### config.mk
export PLATFORM = sky130hd
export DESIGN_NAME = ficu_ctrl
export DESIGN_NICKNAME = d
export VERILOG_FILES = /design/src/rtl/ficu_pkg.sv /design/src/rtl/ficu_ctrl.sv
export SDC_FILE = /design/constraint.sdc
export NUM_CORES = 1
export LEC_CHECK = 0
export ABC_AREA = 1
export BUFFER_PORTS_ARGS = -buffer_cell sky130_fd_sc_hd__buf_2
export CAP_MARGIN = 15
export CORE_UTILIZATION = 56
export CTS_CLUSTER_SIZE = 12
export DETAILED_ROUTE_END_ITERATION = 6
export GPL_ROUTABILITY_DRIVEN = 0
export PLACE_DENSITY = 0.77
export SLEW_MARGIN = 40
export SYNTH_ARGS = -nofsm -noshare
export SYNTH_HDL_FRONTEND = slang
export SYNTH_SLANG_ARGS = --single-unit
### constraint.sdc
create_clock -name clk -period 17.9 [get_ports clk]
set_clock_uncertainty 0.15 [all_clocks]
set_input_delay 1.79 -clock clk [delete_from_list [all_inputs] [get_ports clk]]
set_output_delay 1.79 -clock clk [all_outputs]
set_load 0.02 [all_outputs]
### src/rtl/ficu_pkg.sv
package ficu_pkg;

  // Source count, polling order index 0 is the first polled source.
  localparam int NUM_SRC = 14;
  localparam int NUM_LVL = 4;

  // Source indices in polling order.
  localparam int SRC_EXT0  = 0;
  localparam int SRC_TMR0  = 1;
  localparam int SRC_EXT1  = 2;
  localparam int SRC_TMR1  = 3;
  localparam int SRC_SER   = 4;
  localparam int SRC_TMR2  = 5;
  localparam int SRC_EXT2  = 6;
  localparam int SRC_EXT3  = 7;
  localparam int SRC_SPI   = 8;
  localparam int SRC_ADC   = 9;
  localparam int SRC_PCA   = 10;
  localparam int SRC_BOD   = 11;
  localparam int SRC_UART2 = 12;
  localparam int SRC_KEYP  = 13;

  // Vector table layout.
  localparam logic [15:0] VEC_BASE = 16'h0003;
  localparam logic [15:0] VEC_STEP = 16'h0008;

  // APB register offsets (byte addresses).
  localparam logic [7:0] OFS_ENABLE   = 8'h00;
  localparam logic [7:0] OFS_PRIO_LO  = 8'h04;
  localparam logic [7:0] OFS_PRIO_HI  = 8'h08;
  localparam logic [7:0] OFS_EXT_CTL  = 8'h0C;
  localparam logic [7:0] OFS_STATUS   = 8'h10;

  // Field positions.
  localparam int ENA_GLOBAL_BIT = 16;
  localparam int EXT_TYPE_LSB   = 0;
  localparam int EXT_FLAG_LSB   = 4;
  localparam int STS_INSRV_LSB  = 0;
  localparam int STS_PEND_LSB   = 8;

  // Reset values.
  localparam logic [31:0] RST_ZERO = 32'h0000_0000;

  // Core handshake carried as one bundle.
  typedef struct packed {
    logic last_cycle;   // Final cycle of the current instruction.
    logic is_return_from_interrupt;      // Instruction in progress is a return from irq.
    logic irq_reg_wr;   // Instruction in progress writes irq registers.
    logic ack;          // Core accepts the vector and starts the call.
    logic return_from_interrupt_done;    // Return from irq completed this cycle.
  } ficu_core_s;

  typedef struct packed {
    logic        call_req;
    logic [3:0]  src;
    logic [15:0] vector;
  } ficu_vec_s;

endpackage

### src/rtl/ficu_ctrl.sv
// Design decisions made here: the register offsets and register access over APB.
`timescale 1ns/1ns
module ficu_ctrl
  import ficu_pkg::*;
(
  input  wire logic              clk,
  input  wire logic              resetn,
  // APB slave.
  input  wire logic              psel,
  input  wire logic              penable,
  input  wire logic              pwrite,
  input  wire logic [7:0]        paddr,
  input  wire logic [31:0]       pwdata,
  output logic                   pready,
  output logic [31:0]            prdata,
  output logic                   pslverr,
  // Core side.
  input  wire ficu_core_s        core_in,
  input  wire logic [NUM_SRC-1:0] periph_flags,
  input  wire logic [3:0]        ext_request_pin_n,
  output ficu_vec_s              vec_out
);

  // Core handshake, same clock domain, so no synchroniser.
  logic last_cycle;
  logic ack;
  logic return_from_interrupt_done;
  logic irq_instr;
  assign last_cycle = core_in.last_cycle;
  assign ack        = core_in.ack;
  assign return_from_interrupt_done  = core_in.return_from_interrupt_done;
  assign irq_instr  = core_in.is_return_from_interrupt | core_in.irq_reg_wr;

  // Software registers.
  logic [NUM_SRC-1:0] enable_q;
  logic               global_irq_enable_q;
  logic [NUM_SRC-1:0] prio_lo_q;
  logic [NUM_SRC-1:0] prio_hi_q;
  logic [3:0]         ext_type_q;
  logic [3:0]         ext_flag_q;
  logic [NUM_LVL-1:0] in_service_q;
  logic [NUM_SRC-1:0] sample_q;
  logic               hold_off_q;
  ficu_vec_s          vec_q;

  // Pin synchroniser: first stage feeds only the second.
  logic [3:0] pin_meta_q;
  logic [3:0] pin_sync_q;
  logic [3:0] pin_prev_q;

  always_ff @(posedge clk or negedge resetn)
  begin
    if (!resetn)
    begin
      pin_meta_q <= 4'hF;
      pin_sync_q <= 4'hF;
    end
    else
    begin
      pin_meta_q <= ext_request_pin_n;
      pin_sync_q <= pin_meta_q;
    end
  end

  // APB decode; every access completes with no wait state.
  logic apb_wr;
  logic apb_rd;
  logic hit_ena;
  logic hit_plo;
  logic hit_phi;
  logic hit_ext;
  logic hit_sts;
  logic hit_any;
  assign apb_wr  = psel & penable & pwrite;
  assign apb_rd  = psel & ~penable & ~pwrite;
  assign hit_ena = (paddr == OFS_ENABLE);
  assign hit_plo = (paddr == OFS_PRIO_LO);
  assign hit_phi = (paddr == OFS_PRIO_HI);
  assign hit_ext = (paddr == OFS_EXT_CTL);
  assign hit_sts = (paddr == OFS_STATUS);
  assign hit_any = hit_ena | hit_plo | hit_phi | hit_ext | hit_sts;

  // Edge and level detection on the sampled pins.
  logic [3:0] fall_edge;
  logic [3:0] low_level;
  assign fall_edge = pin_prev_q & ~pin_sync_q;
  assign low_level = ~pin_sync_q;

  // Current request vector: externals from flags, others from peripherals.
  logic [NUM_SRC-1:0] raw_req;
  always_comb
  begin
    raw_req            = periph_flags;
    raw_req[SRC_EXT0]  = ext_flag_q[0];
    raw_req[SRC_EXT1]  = ext_flag_q[1];
    raw_req[SRC_EXT2]  = ext_flag_q[2];
    raw_req[SRC_EXT3]  = ext_flag_q[3];
  end

  // Gated request seen by the poll.
  logic [NUM_SRC-1:0] gated;
  assign gated = sample_q & enable_q
               & {NUM_SRC{global_irq_enable_q}};

  // Per source level from its own two bits only.
  logic [1:0] src_lvl [NUM_SRC];
  generate
    for (genvar g = 0; g < NUM_SRC; g++)
    begin : g_lvl
      assign src_lvl[g] = {prio_hi_q[g], prio_lo_q[g]};
    end
  endgenerate

  // Winner: highest level first, then earliest in polling order.
  logic             win_valid;
  logic [3:0]       win_src;
  logic [1:0]       win_lvl;
  always_comb
  begin
    win_valid = 1'b0;
    win_src   = 4'h0;
    win_lvl   = 2'h0;
    for (int i = 0; i < NUM_SRC; i++)
    begin
      if (gated[i] && (!win_valid || src_lvl[i] > win_lvl))
      begin
        win_valid = 1'b1;
        win_src   = 4'(i);
        win_lvl   = src_lvl[i];
      end
    end
  end

  // Highest level currently in service, and whether any is.
  logic       busy;
  logic [1:0] top_lvl;
  always_comb
  begin
    busy    = 1'b0;
    top_lvl = 2'h0;
    for (int l = 0; l < NUM_LVL; l++)
    begin
      if (in_service_q[l])
      begin
        busy    = 1'b1;
        top_lvl = 2'(l);
      end
    end
  end

  // A call may be raised only when every blocking condition is clear.
  logic lvl_ok;
  logic can_call;
  assign lvl_ok   = !busy || (win_lvl > top_lvl);
  assign can_call = win_valid && lvl_ok && last_cycle
                  && !irq_instr && !hold_off_q;

  // Vector address: base plus eight per polling position.
  logic [15:0] win_vec;
  assign win_vec = VEC_BASE + {win_src, 3'b000};

  // Acknowledged source and level from the held request.
  logic [1:0] ack_lvl;
  assign ack_lvl = src_lvl[vec_q.src];

  // Sample flags once per instruction cycle; poll uses only this sample.
  // Sampling only at instruction ends keeps the poll one instruction behind
  // the flags, so a flag shorter than one instruction may be missed.
  always_ff @(posedge clk or negedge resetn)
  begin
    if (!resetn)
      sample_q <= '0;
    else if (last_cycle)
      sample_q <= raw_req;
  end

  // External flags: edge sets and holds, level follows the pin.
  always_ff @(posedge clk or negedge resetn)
  begin
    if (!resetn)
    begin
      pin_prev_q <= 4'hF;
      ext_flag_q <= 4'h0;
    end
    else if (last_cycle)
    begin
      pin_prev_q <= pin_sync_q;
      for (int e = 0; e < 4; e++)
      begin
        if (!ext_type_q[e])
          ext_flag_q[e] <= low_level[e];
        else if (fall_edge[e])
          ext_flag_q[e] <= 1'b1;
        else if (ack && vec_q.call_req
                 && vec_q.src == ext_src(e))
          ext_flag_q[e] <= 1'b0;
        else if (apb_wr && hit_ext)
          ext_flag_q[e] <= pwdata[EXT_FLAG_LSB+e];
      end
    end
    else
    begin
      for (int e = 0; e < 4; e++)
      begin
        if (ext_type_q[e] && ack && vec_q.call_req
            && vec_q.src == ext_src(e))
          ext_flag_q[e] <= 1'b0;
        else if (ext_type_q[e] && apb_wr && hit_ext)
          ext_flag_q[e] <= pwdata[EXT_FLAG_LSB+e];
      end
    end
  end

  // Polling index of each external source.
  function automatic logic [3:0] ext_src(input int e);
    logic [3:0] r;
    r = 4'(SRC_EXT0);
    case (e)
      1:       r = 4'(SRC_EXT1);
      2:       r = 4'(SRC_EXT2);
      3:       r = 4'(SRC_EXT3);
      default: r = 4'(SRC_EXT0);
    endcase
    return r;
  endfunction

  // Vector request to the core; held until acknowledged.
  // Source and vector stay frozen while the request is up, so a better
  // request that arrives late waits for the first poll after the ack.
  always_ff @(posedge clk or negedge resetn)
  begin
    if (!resetn)
      vec_q <= '0;
    else if (vec_q.call_req)
    begin
      if (ack)
        vec_q.call_req <= 1'b0;
    end
    else if (can_call)
    begin
      vec_q.call_req <= 1'b1;
      vec_q.src      <= win_src;
      vec_q.vector   <= win_vec;
    end
  end

  // Next in-service state. A return and an acknowledge in the same cycle
  // both take effect, so that neither event is lost.
  logic [NUM_LVL-1:0] in_service_d;
  always_comb
  begin
    in_service_d = in_service_q;
    if (return_from_interrupt_done && busy)
      in_service_d[top_lvl] = 1'b0;
    if (ack && vec_q.call_req)
      in_service_d[ack_lvl] = 1'b1;
  end

  // In-service bits move only through the next-state logic above.
  always_ff @(posedge clk or negedge resetn)
  begin
    if (!resetn)
      in_service_q <= '0;
    else
      in_service_q <= in_service_d;
  end

  // Hold-off lasts until the next instruction completes.
  // Only instruction ends move it, so a stall cannot shorten the hold-off.
  always_ff @(posedge clk or negedge resetn)
  begin
    if (!resetn)
      hold_off_q <= 1'b0;
    else if (last_cycle)
      hold_off_q <= irq_instr;
  end

  // Software register writes; flags handled with the pin logic.
  always_ff @(posedge clk or negedge resetn)
  begin
    if (!resetn)
    begin
      enable_q            <= '0;
      global_irq_enable_q <= 1'b0;
      prio_lo_q           <= '0;
      prio_hi_q           <= '0;
      ext_type_q          <= 4'h0;
    end
    else if (apb_wr)
    begin
      if (hit_ena)
      begin
        enable_q            <= pwdata[NUM_SRC-1:0];
        global_irq_enable_q <= pwdata[ENA_GLOBAL_BIT];
      end
      if (hit_plo)
        prio_lo_q <= pwdata[NUM_SRC-1:0];
      if (hit_phi)
        prio_hi_q <= pwdata[NUM_SRC-1:0];
      if (hit_ext)
        ext_type_q <= pwdata[EXT_TYPE_LSB+:4];
    end
  end

  // Read mux, captured in setup so prdata is registered in access.
  logic [31:0] rd_mux;
  always_comb
  begin
    rd_mux = RST_ZERO;
    if (hit_ena)
    begin
      rd_mux[NUM_SRC-1:0]    = enable_q;
      rd_mux[ENA_GLOBAL_BIT] = global_irq_enable_q;
    end
    if (hit_plo)
      rd_mux[NUM_SRC-1:0] = prio_lo_q;
    if (hit_phi)
      rd_mux[NUM_SRC-1:0] = prio_hi_q;
    if (hit_ext)
    begin
      rd_mux[EXT_TYPE_LSB+:4] = ext_type_q;
      rd_mux[EXT_FLAG_LSB+:4] = ext_flag_q;
    end
    if (hit_sts)
    begin
      rd_mux[STS_INSRV_LSB+:NUM_LVL] = in_service_q;
      rd_mux[STS_PEND_LSB+:NUM_SRC]  = gated;
    end
  end

  // APB answer: zero wait states, error for unmapped addresses.
  always_ff @(posedge clk or negedge resetn)
  begin
    if (!resetn)
    begin
      pready  <= 1'b0;
      prdata  <= RST_ZERO;
      pslverr <= 1'b0;
    end
    else
    begin
      pready  <= psel & ~penable;
      pslverr <= psel & ~penable & ~hit_any;
      if (apb_rd)
        prdata <= rd_mux;
    end
  end

  assign vec_out = vec_q;

endmodule

## Word-level counts from Yosys, hierarchy flattened

Cells that the tools add are included.

| cells by class | value |
|---|---|
| add/sub/neg operators | 1 |
| multiply operators | 0 |
| div/mod/pow operators | 0 |
| magnitude comparators | 19 |
| equal/unequal tests | 16 |
| shifts and indexed selects | 0 |
| muxes and demuxes | 108 |
| bitwise logic cells | 22 |
| reduce and logical (&&, ||, !) cells | 90 |

Operators with widths:

| operator | number |
|---|---|
| $mux 4 | 32 |
| $mux 14 | 4 |
| $mux 1 | 49 |
| $logic_and 1x1->1 | 46 |
| $mux 2 | 18 |
| $eq 4x4->1 | 8 |
| $and 14x14->14 | 2 |
| $gt 2x2->1 | 14 |
| $mux 21 | 1 |
| $ne 5x2->1 const B | 4 |
| $reduce_and 2->1 | 9 |
| $eq 8x4->1 const B | 2 |
| $logic_not 1->1 | 16 |
| $logic_or 1x1->1 | 14 |
| $reduce_bool 3->1 | 4 |
| $add 2x7->8 const A | 1 |
| $and 4x4->4 | 2 |
| $bmux 2 s4 | 1 |
| $eq 8x3->1 const B | 1 |
| $eq 8x5->1 const B | 1 |
| $logic_not 8->1 | 1 |
| $mux 8 | 1 |
| $not 4->4 | 2 |
| $lt 2x3->1 const B | 2 |
| other kinds (8) | 21 |

| storage, ports and cells | value |
|---|---|
| flip-flop bits (word level) | 127 |
| bits in latches | 0 |
| RAM bits | 0 |
| bits in read-only memories | 0 |
| input bits | 68 |
| output and inout port bits | 55 |
| logic and storage cells | 277 |
| memories kept | 0 |

## Longest topological paths before layout

Gate-level depths: netlist of run 1.

| depth | value |
|---|---|
| word-level depth | 63 |
| gate-level depth with buffers | 121 |
| depth with buffers taken out | 121 |

## Least setup slack after synthesis of run 1

No wires, ideal clock.

| path | value |
|---|---|
| path kind | register to register |
| from | register global_irq_enable_q |
| to | register vec_q, in the netlist vec_out[6] |
| library setup time | 0.118 ns |
| data arrival time | 13.774 ns |
| data required time | 17.632 ns |
| path slack | 3.859 ns |
| cell stages (with the launch flop) | 118 |
| buffers on the path | 0 |
| clock period less this slack | 14.041 ns |
| cell sequence | dfrtp_1 nand3_2 nor2_1 inv_1 ha_1 nand2_1 nand2_1 nand2_1 nand2_1 nand2_1 nand2_1 and2_1 ha_1 inv_1 nor2_1 o21ai_0 nand2_1 nand2_2 [... 82 more ...] nor2_1 o21ai_0 a21oi_1 inv_1 nand3_1 nand2_1 ha_1 inv_1 nor2_1 o21ai_0 a2111oi_0 nand2_1 inv_1 nand2_1 nor2_1 nand2_1 o21ai_1 inv_1 |

| on the way | value |
|---|---|
| longest elaborated chain between the ends | 61 |
| elaborated cells on any way between the ends | 102 |
| those cells by class | add/sub: 1; order compare: 14; mux: 41; bitwise: 1; reduce/logical: 45 |

RTL lines:

| what | RTL line | text |
|---|---|---|
| from (decl) | ficu_ctrl.sv:36 | `logic global_irq_enable_q;` |
| from (signal assigned) | ficu_ctrl.sv:294 | `global_irq_enable_q <= pwdata[ENA_GLOBAL_BIT];` |
| $and 14x14->14 (*) | ficu_ctrl.sv:103 | `& {NUM_SRC{global_irq_enable_q}};` |
| $mux 2 or $mux 1 (tied branches) | ficu_ctrl.sv:125 | `if (gated[i] && (!win_valid \|\| src_lvl[i] > win_lvl))` |
| $gt 2x2->1 or $logic_not 1->1 (tied branches) | ficu_ctrl.sv:125 |  |
| $logic_or 1x1->1 | ficu_ctrl.sv:125 |  |
| $logic_and 1x1->1 | ficu_ctrl.sv:125 |  |
| $mux 2 or $mux 1 (tied branches) | ficu_ctrl.sv:125 |  |
| $gt 2x2->1 or $logic_not 1->1 (tied branches) | ficu_ctrl.sv:125 |  |
| $logic_or 1x1->1 | ficu_ctrl.sv:125 |  |
| [... 43 more ...] | n/a |  |
| $logic_or 1x1->1 | ficu_ctrl.sv:125 |  |
| $logic_and 1x1->1 | ficu_ctrl.sv:125 |  |
| $mux 2 | ficu_ctrl.sv:125 |  |
| $gt 2x2->1 | ficu_ctrl.sv:154 | `assign lvl_ok = !busy \|\| (win_lvl > top_lvl);` |
| $logic_or 1x1->1 | ficu_ctrl.sv:154 |  |
| $logic_and 1x1->1 (2 in series) | ficu_ctrl.sv:155 | `assign can_call = win_valid && lvl_ok && last_cycle` |
| $logic_and 1x1->1 (2 in series) | ficu_ctrl.sv:156 | `&& !irq_instr && !hold_off_q;` |
| $reduce_and 2->1 (no source line) | n/a |  |
| to (decl) | ficu_ctrl.sv:44 | `ficu_vec_s vec_q;` |

Every way passes the cells marked *; elsewhere a longest branch is shown, timed or not.
A chain may end at the register's enable or synchronous reset.

## Worst setup path after layout of run 1

Ends and elaborated chain as after synthesis.

==> results.tsv, run 1 <==
stage	metric	value	unit
logic_synthesis	Yosys reg bits	112	
timing	Peak Freq	62.70	MHz
pwr	Power Total	517.8	uW
clock_network	CTS tree	built	
timing	Final Hold Viols	0	
grt	largest net degree at the start of global routing	76	
layout	commonest non-fill, non-tap cells in the layout	nand2_1, o21ai_0, inv_1	
status	outcome	finished, final reports clean	
critical_path	worst path bufs/invs	19	
placed_design	Placed Area	6998	sq um
logic_synthesis	post-synthesis sequential area ratio	42.94	%
layout	Final Cell Area	7286	sq um
timing	RSZ-0062 raised after global routing	false	
critical_path	most used cell, CP	nand2_1	
min_path	type of the worst min-delay path	reg2reg	
layout	share of layout cells above drive strength 1	16.84	%
clock_network	CTS Hold Bufs	0	
critical_path	crit-path max cell delay	460	ps
logic_synthesis	Async SR Flop Fraction	100.0	%
clock_network	Clock Sink Count	112	
critical_path	Worst EP required	18000	ps
pwr	Worst IR Drop VDD	0.06034	mV
route	drt drc	0	
pwr	pwr dens	71.07	nW/um^2
timing	Slew @ Worst Pin	695.6	ps
die	Core ar.	11420	sq um
logic_synthesis	cells after synthesis	865	
clock_network	Max Root-Sink Buffers	2	
grt	vias in the first global route	5237	
route	Final ANT Viol Nets	0	
die	I/O pin cnt	123	
grt	Total Routing Usage GR	29.35	%
logic_synthesis	Yosys cell types	42	
clock_network	Clock transition at path regs	70	ps
die	die height	110.3	microns
timing	Tmin final	15950	ps
timing	Setup Viol. Count Final	0	
grt	global route total overflow	0	
pwr	Int Power	378.5	uW
logic_synthesis	Syn Area/Cell	7.587	sq um
timing	relative slew slack	53.45	%
route	DR pass1 iterations	5	
logic_synthesis	ys flop type	dfrtp_1	
route	DRT iter0 DRCs	482	
timing	total count of max-transition violations in the final report	0	
grt	initial antenna violation count	0	
die	# rows	39	
route	vias	5966	
pwr	combinational share of power	10.3	%
logic_synthesis	Syn. warnings	0	
route	Post-Route WL	16.43	mm
critical_path	startpoint types	register	
pwr	Clock Power Share	37.3	%
layout	commonest non-fill, non-tap cell in the layout	nand2_1	
pwr	sequential share of power	52.3	%
layout	ant diodes	0	
clock_network	CTS Root Buffer Type	clkbuf_16	
critical_path	cell family with most CP delay	simple AND/OR/NAND/NOR gates	
critical_path	Crit. End Element	register	
layout	Area Growth Syn to Fin	11.02	%
critical_path	CP arrival	16050	ps
clock_network	# H-tree levels	3	
pwr	LEAKAGE	3.626	nW
timing	Final period util	89.10	%
pwr	Switching Share	26.91	%
route	DR WL/cell	15.20	microns
logic_synthesis	Post-Syn Area	6563	sq um
die	Die Area	12160	sq um
clock_network	Worst-Skew Late Latency	360	ps
grt	first-pass GRT wire length	26.44	mm
timing	setup TNS	0	ps
critical_path	Critical Path Fanout Max	6	
placed_design	Port Buffers	81	
placed_design	DP Wirelength	12.55	mm
logic_synthesis	number of flops mapped to enable cells by yosys	0	
flow_run	maxcap violations	0	
die	die width	110.3	microns
route	DR vias/cell	5.519	
critical_path	Setup CP Type	reg2reg	
layout	nets	1024	
critical_path	Critical-path top delay cell	dfrtp_2	
clock_network	# Post-CTS Setup Buffers	0	
clock_network	total CTS buffers	9	
pwr	net load switching power	139.3	uW
die	Initial Util	57.47	%
-- layer usage --
layer	wire length (microns)	global-route usage [%]	vias to the layer above
li1	-	-	2943
met1	7552	41.48	2745
met2	6942	43.08	238
met3	1351	5.938	40
met4	585	14.10	0
met5	0	0	-
-- worst reg2reg max path: cells and delay by family, from the launching register on --
kind / cells / cell delay [ps]
compound gates: 21 / 3380
fa+ha+maj: 14 / 3890
buf+inv: 19 / 1390
flops: 1 / 460
simple gates: 64 / 6540
-- flip-flops by register name, indices dropped and copies added, names as in the netlist --
signal / count
prdata: 22
enable_q: 14
prio_hi_q: 14
prio_lo_q: 14
sample_q: 14
vec_out: 6
ext_flag_q: 4
ext_type_q: 4
in_service_q: 4
pin_meta_q: 4
pin_prev_q: 4
pin_sync_q: 4
global_irq_enable_q: 1
hold_off_q: 1
pready: 1
pslverr: 1
-- cell families after synthesis --
| group | synth area share [%] |
|---|---|
| simple gates | 23.43 |
| compound gates | 17.52 |
| buf+inv | 11.50 |
| flops | 42.94 |
| fa+ha+maj | 4.385 |
| mux | 0.1716 |
| other cells | 0.05714 |
-- layout make-up --
class                      instances  area (sq um)
fill                            1040          4133
multi-input combinational        596          3080
sequential                       112          2819
inverter                         129         484.2
timing repair buffer              85         441.7
clock buffer                      10         239.0
tap                              143         178.9
clock inverter                     6         42.54
-- synthesized netlist by cell type, types with 11 or more instances --
master / count / area share [%]
dfrtp_1: 100 / 38
buf_4: 25 / 2.9
ha_1: 23 / 4.4
nand3_2: 11 / 1.7
nand2_1: 214 / 12
nor2_1: 43 / 2.5
dfstp_2: 12 / 4.8
inv_1: 121 / 6.9
o221ai_1: 13 / 1.7
nand2_2: 17 / 1.6
clkbuf_1: 22 / 1.3
a21oi_1: 37 / 2.8
o21ai_0: 124 / 9.5
nand3_1: 23 / 1.8
nor3_1: 15 / 1.1
-- what timing repair did --
action	CTS	global route
gates resized for setup	0	2
setup endpoints to repair	0	3
hold endpoints to repair	0	0
-- power groups by stage --
| stage | combinational, mW | clock, mW | sequential [mW] |
|---|---|---|---|
| finish | 0.0534 | 0.193 | 0.271 |
| global route | 0.0615 | 0.207 | 0.272 |
| floorplan | 0.0364 | 0 | 0.275 |
| CTS | 0.0536 | 0.195 | 0.271 |
| global placement | 0.0521 | 0 | 0.275 |
| detailed placement | 0.0532 | 0 | 0.276 |
-- final timing paths --
path | startpoint | end | slack (ps) | cells past startpoint
max | global_irq_enable_q | vec_out[6] | 1950 | 118
min | pin_meta_q[0] | pin_sync_q[0] | 210 | 0
max reg2reg | global_irq_enable_q | vec_out[6] | 1950 | 118
min reg2reg | pin_meta_q[0] | pin_sync_q[0] | 210 | 0
max in group asynchronous | resetn | global_irq_enable_q | 15340 | 2
min in group asynchronous | resetn | prdata[4] | 1230 | 1
-- stage by stage --
| stage | util [%] | hold slack (ps) | cells | setup WS, ps |
|---|---|---|---|---|
| global route | 63.81 | 213.2 | 1081 | 18.50 |
| floorplan | - | 195.2 | 884 | 3859 |
| detailed placement | 61.29 | 196.8 | 1065 | 1871 |
| finish | 63.81 | 206.2 | 1081 | 1950 |
| CTS | 63.75 | 207.2 | 1081 | 1832 |
| global placement | 61.19 | 195.3 | 1065 | 2093 |
Note: power is estimated with default switching activity, not from simulation.
==> inputs of run 2 (changes only) <==
Settings changed: MAX_ROUTING_LAYER set to met4.
Clock period 17.9 ns to 16.18 ns, I/O delays scaled along.
==> results.tsv, run 2 (same netlist as run 1, synthesis figures left out) <==
stage	metric	value	unit	change
timing	setup TNS	0	ps	unchanged
route	vias	6039		+1.2%
critical_path	Critical-path top delay cell	dfrtp_2		
grt	Total Routing Usage GR	30.44	%	+1.1 points
critical_path	CP arrival	15110	ps	-940 ps
layout	ant diodes	0		unchanged
critical_path	startpoint types	register		
clock_network	CTS Root Buffer Type	clkbuf_16		
die	I/O pin cnt	123		unchanged
clock_network	CTS tree	built		
status	outcome	finished, final reports clean		
timing	Final period util	92.75	%	+3.6 points
clock_network	Clock transition at path regs	70	ps	about the same
critical_path	Critical Path Fanout Max	6		unchanged
die	Initial Util	57.47	%	unchanged
grt	first-pass GRT wire length	26.82	mm	+1.4%
route	Routed met2 length	7.381	mm	+6.3%
route	DR WL/cell	15.51	microns	+2.0%
grt	vias in the first global route	5378		+2.7%
layout	share of layout cells above drive strength 1	20.38	%	+3.5 points
timing	relative slew slack	49.96	%	-3.5 points
pwr	pwr dens	76.65	nW/um^2	+7.8%
clock_network	Worst-Skew Late Latency	360	ps	about the same
grt	largest net degree at the start of global routing	76		unchanged
route	DRT iter0 DRCs	480		-0.41%
min_path	type of the worst min-delay path	reg2reg		
die	Core ar.	11420	sq um	unchanged
layout	nets	1033		+0.88%
layout	commonest non-fill, non-tap cell in the layout	nand2_1		
placed_design	DP Wirelength	12.70	mm	+1.2%
timing	PnR worst setup slack	1173	ps	-777.7 ps
critical_path	Setup CP Type	reg2reg		
timing	Setup Viol. Count Final	0		unchanged
die	die width	110.3	microns	unchanged
placed_design	dpl ws	163.2	ps	-1708 ps
critical_path	Crit. End Element	register		
clock_network	Clock Sink Count	112		unchanged
route	Post-Route WL	16.90	mm	+2.9%
route	drt drc	0		unchanged
layout	commonest non-fill, non-tap cells in the layout	nand2_1, inv_1, o21ai_0		
critical_path	crit-path max cell delay	460	ps	about the same
flow_run	maxcap violations	0		unchanged
timing	Tmin final	15010	ps	-942.3 ps
grt	global route total overflow	0		unchanged
timing	Slew @ Worst Pin	744.9	ps	+49.22 ps
layout	Area Growth Syn to Fin	14.38	%	
route	DR vias/cell	5.540		+0.39%
timing	Final Hold Viols	0		unchanged
clock_network	Max Root-Sink Buffers	2		unchanged
layout	number of flip-flops in the largest register	22		unchanged
timing	total count of max-transition violations in the final report	0		unchanged
timing	Peak Freq	66.63	MHz	+6.3%
die	# rows	39		unchanged
route	top routing layer in use	met4		
critical_path	Worst EP required	16280	ps	-1720 ps
clock_network	total CTS buffers	9		unchanged
route	met3 wire length	1.441	mm	+6.7%
die	Die Area	12160	sq um	unchanged
placed_design	Port Buffers	81		unchanged
grt	initial antenna violation count	0		unchanged
route	Final ANT Viol Nets	0		unchanged
route	M1 wire length	7.572	mm	+0.26%
critical_path	most used cell, CP	nand2_1		
die	die height	110.3	microns	unchanged
pwr	LEAKAGE	3.692	nW	+1.8%
timing	worst hold slack	206.2	ps	-0.01700 ps
layout	Final Util	65.74	%	+1.9 points
clock_network	# H-tree levels	3		unchanged
route	DR pass1 iterations	5		unchanged
layout	Most flops, register	prdata		
pwr	Worst IR Drop VDD	0.06312	mV	+4.6%
-- run 2: changes by cell type in the layout (fill, tap and decap cells not counted), sizes merged --
| cell | before | now |
|---|---|---|
| clkinvlp | 2 | 1 |
| buf | 85 | 94 |
| inv | 126 | 124 |
| clkbuf | 10 | 12 |
| clkinv | 7 | 8 |
-- run 2: layout make-up --
cell class,count,area [sq um]
fill,994,3913
multi-input combinational,596,3228
sequential,112,2819
timing repair buffer,94,509.2
inverter,129,484.2
clock buffer,12,256.5
tap,143,178.9
clock inverter,4,30.03
-- run 2: path summary, 6_finish.rpt --
path,from,end,slack [ps],depth (start not counted)
worst min register to register,pin_meta_q[0],pin_sync_q[0],210,0
max in group asynchronous,resetn,enable_q[12],13790,2
worst max-delay path,global_irq_enable_q,vec_out[6],1170,118
worst min-delay path,pin_meta_q[0],pin_sync_q[0],210,0
worst max register to register,global_irq_enable_q,vec_out[6],1170,118
min in group asynchronous,resetn,prdata[6],1060,1
-- run 2: per-layer routing --
layer / global-route usage, % / vias up
met1: 41.28 / 2798
met4: 12.78 / 0
li1: - / 2945
met2: 45.08 / 262
met3: 5.409 / 34
met5: - / -
-- run 2: through the flow --
step	power [mW]	cells	area, sq um
after floorplan	0.3446	884	6634
after global placement	0.3621	1065	6987
after detailed placement	0.3639	1065	6998
after CTS	0.5755	1081	7284
after global routing	0.6009	1090	7506
final	0.5753	1090	7506
-- run 2: critical path, delay by kind of cell (launching register included) --
family          cells  cell delay [ps]
flops               1              460
fa+ha+maj          14             3780
simple gates       64             6420
buf+inv            19             1200
compound gates     21             2840
-- run 2: repair_timing --
item / CTS / global route
setup endpoints to repair: 0 / 6
resized for setup: 0 / 46
hold buffers: 0 / 0
setup buffers: 0 / 9
-- run 2: power by group --
group	leakage [nW]	internal, mW	switching (mW)
combinational	2.10	0.0185	0.0421
clock	0.139	0.113	0.101
sequential	1.46	0.292	0.00849
==> inputs of run 3 (changes only) <==
Settings changed: SLEW_MARGIN 40 to 20.
Clock period 16.18 ns to 14.6 ns, I/O delays scaled along.
==> results.tsv, run 3 (same netlist as run 1, synthesis figures left out) <==
stage	metric	value	unit	change
status	outcome	finished, final reports clean		
layout	Final Cell Area	8192	sq um	+9.1%
clock_network	CTS Root Buffer Type	clkbuf_16		
grt	first-pass GRT wire length	27.55	mm	+2.7%
timing	setup TNS	0	ps	unchanged
route	drt drc	0		unchanged
route	vias	6446		+6.7%
pwr	LEAKAGE	3.952	nW	+7.0%
timing	Setup Viol. Count Final	0		unchanged
pwr	pwr dens	80.45	nW/um^2	+5.0%
clock_network	# H-tree levels	3		unchanged
grt	initial antenna violation count	0		unchanged
critical_path	Worst EP required	14700	ps	-1580 ps
critical_path	crit-path max cell delay	400	ps	-60 ps
grt	largest net degree at the start of global routing	59		-22%
layout	Most flops, register	prdata		
clock_network	Clock transition at path regs	70	ps	about the same
layout	commonest non-fill, non-tap cells in the layout	nand2_1, o21ai_0, inv_1		
layout	fillers	860		-13%
die	Die Area	12160	sq um	unchanged
min_path	type of the worst min-delay path	reg2reg		
route	DR WL/cell	16.71	microns	+7.7%
placed_design	DP Wirelength	12.99	mm	+2.2%
placed_design	Placed Area	7242	sq um	+3.5%
route	DR pass1 iterations	5		unchanged
grt	Total Routing Usage GR	31.29	%	+0.85 points
critical_path	most used cell, CP	nand2_2		
pwr	Worst IR Drop VDD	0.08514	mV	+35%
placed_design	Port Buffers	81		unchanged
die	die width	110.3	microns	unchanged
layout	nets	1076		+4.2%
clock_network	Clock Sink Count	112		unchanged
die	Initial Util	57.47	%	unchanged
die	I/O pin cnt	123		unchanged
die	die height	110.3	microns	unchanged
clock_network	Worst-Skew Late Latency	360	ps	about the same
timing	Peak Freq	69.02	MHz	+3.6%
timing	relative slew slack	35.26	%	-15 points
layout	commonest non-fill, non-tap cell in the layout	nand2_1		
critical_path	startpoint types	register		
route	Final ANT Viol Nets	0		unchanged
route	DRT iter0 DRCs	491		+2.3%
route	DR vias/cell	5.689		+2.7%
critical_path	Critical-path top delay cell	dfrtp_1		
clock_network	total CTS buffers	9		unchanged
timing	Slew @ Worst Pin	963.7	ps	+218.8 ps
die	Core ar.	11420	sq um	unchanged
critical_path	Setup CP Type	reg2reg		
timing	Tmin final	14490	ps	-519.7 ps
critical_path	Crit. End Element	register		
clock_network	CTS tree	built		
layout	fin cells	1133		+3.9%
grt	global route total overflow	0		unchanged
die	# rows	39		unchanged
timing	Final Hold Viols	0		unchanged
clock_network	Max Root-Sink Buffers	2		unchanged
timing	RSZ-0062 raised after global routing	true		
critical_path	CP arrival	14590	ps	-520 ps
grt	vias in the first global route	5652		+5.1%
layout	Area Growth Syn to Fin	24.82	%	
route	Post-Route WL	18.93	mm	+12%
timing	total count of max-transition violations in the final report	0		unchanged
timing	Final period util	99.23	%	+6.5 points
flow_run	maxcap violations	0		unchanged
layout	Final Util	71.74	%	+6.0 points
critical_path	Critical Path Fanout Max	4		-2
layout	share of layout cells above drive strength 1	29.19	%	+8.8 points
layout	number of flip-flops in the largest register	22		unchanged
placed_design	Placed Cells incl. Taps	1099		+3.2%
layout	ant diodes	0		unchanged
==> run 3: cell types whose count changed in the layout (fill, tap and decap cells not counted), moves of 8 or more <==
cell	previous run	this run
ha_1	21	10
nand2_1	202	188
buf_4	13	54
inv_1	119	109
inv_2	5	13
ha_4	2	13
nand2_4	2	11
==> run 3: power breakdown <==
part | internal (mW) | switching [mW]
Clock | 0.138 | 0.116
Combinational | 0.0230 | 0.0501
Sequential | 0.323 | 0.00927
==> run 3: repair_timing <==
| action | in CTS | in global routing |
|---|---|---|
| gates cloned | 0 | 0 |
| hold buffers | 0 | 0 |
| buffers inserted | 2 | 18 |
| endpoints found under the setup margin | 6 | 6 |
| pin swaps | 2 | 81 |
| resized for setup | 12 | 118 |
==> run 3: worst max-delay path: cells and delay by family, from the launching register on <==
family / cells / cell delay [ps]
simple gates: 65 / 6460
fa+ha+maj: 14 / 3630
compound gates: 20 / 2810
buf+inv: 15 / 960
flops: 1 / 400
==> run 3: final cells by class <==
type                    count  area, sq um  area share, %
multi-input cells         596         3558          43.44
flip-flops and latches    112         2818          34.40
repair buffers            137        839.6          10.25
inverters                 129        486.7          5.942
clock buffers              12        279.0          3.406
well taps                 143        178.9          2.184
clock inverters             4        31.28         0.3819
==> run 3: worst paths after layout <==
path | start | endpoint | slack, ps | cells past startpoint
min | pin_meta_q[2] | pin_sync_q[2] | 210 | 0
max reg2reg | enable_q[0] | vec_out[6] | 110 | 114
min in group asynchronous | resetn | pready | 980 | 1
min reg2reg | pin_meta_q[2] | pin_sync_q[2] | 210 | 0
max | enable_q[0] | vec_out[6] | 110 | 114
max in group asynchronous | resetn | prio_hi_q[12] | 12140 | 2
==> run 3: per-stage QoR <==
step                setup slack (ps)  total power, mW  hold slack [ps]
global placement              -215.0           0.4024            195.4
global route                  -608.9           0.6842            214.0
detailed placement            -492.5           0.4040            196.8
CTS                           -173.6           0.6538            207.7
floorplan                      558.9           0.3819            195.2
finish                         112.3           0.6590            206.9
==> run 3: routing by layer <==
metal / GRT usage, % / vias up / part of all wire (%)
met5: - / - / 0
met4: 14.76 / 0 / 3.8
met3: 5.938 / 73 / 7.7
met2: 47.20 / 334 / 46
met1: 40.79 / 3008 / 43
li1: - / 3031 / -
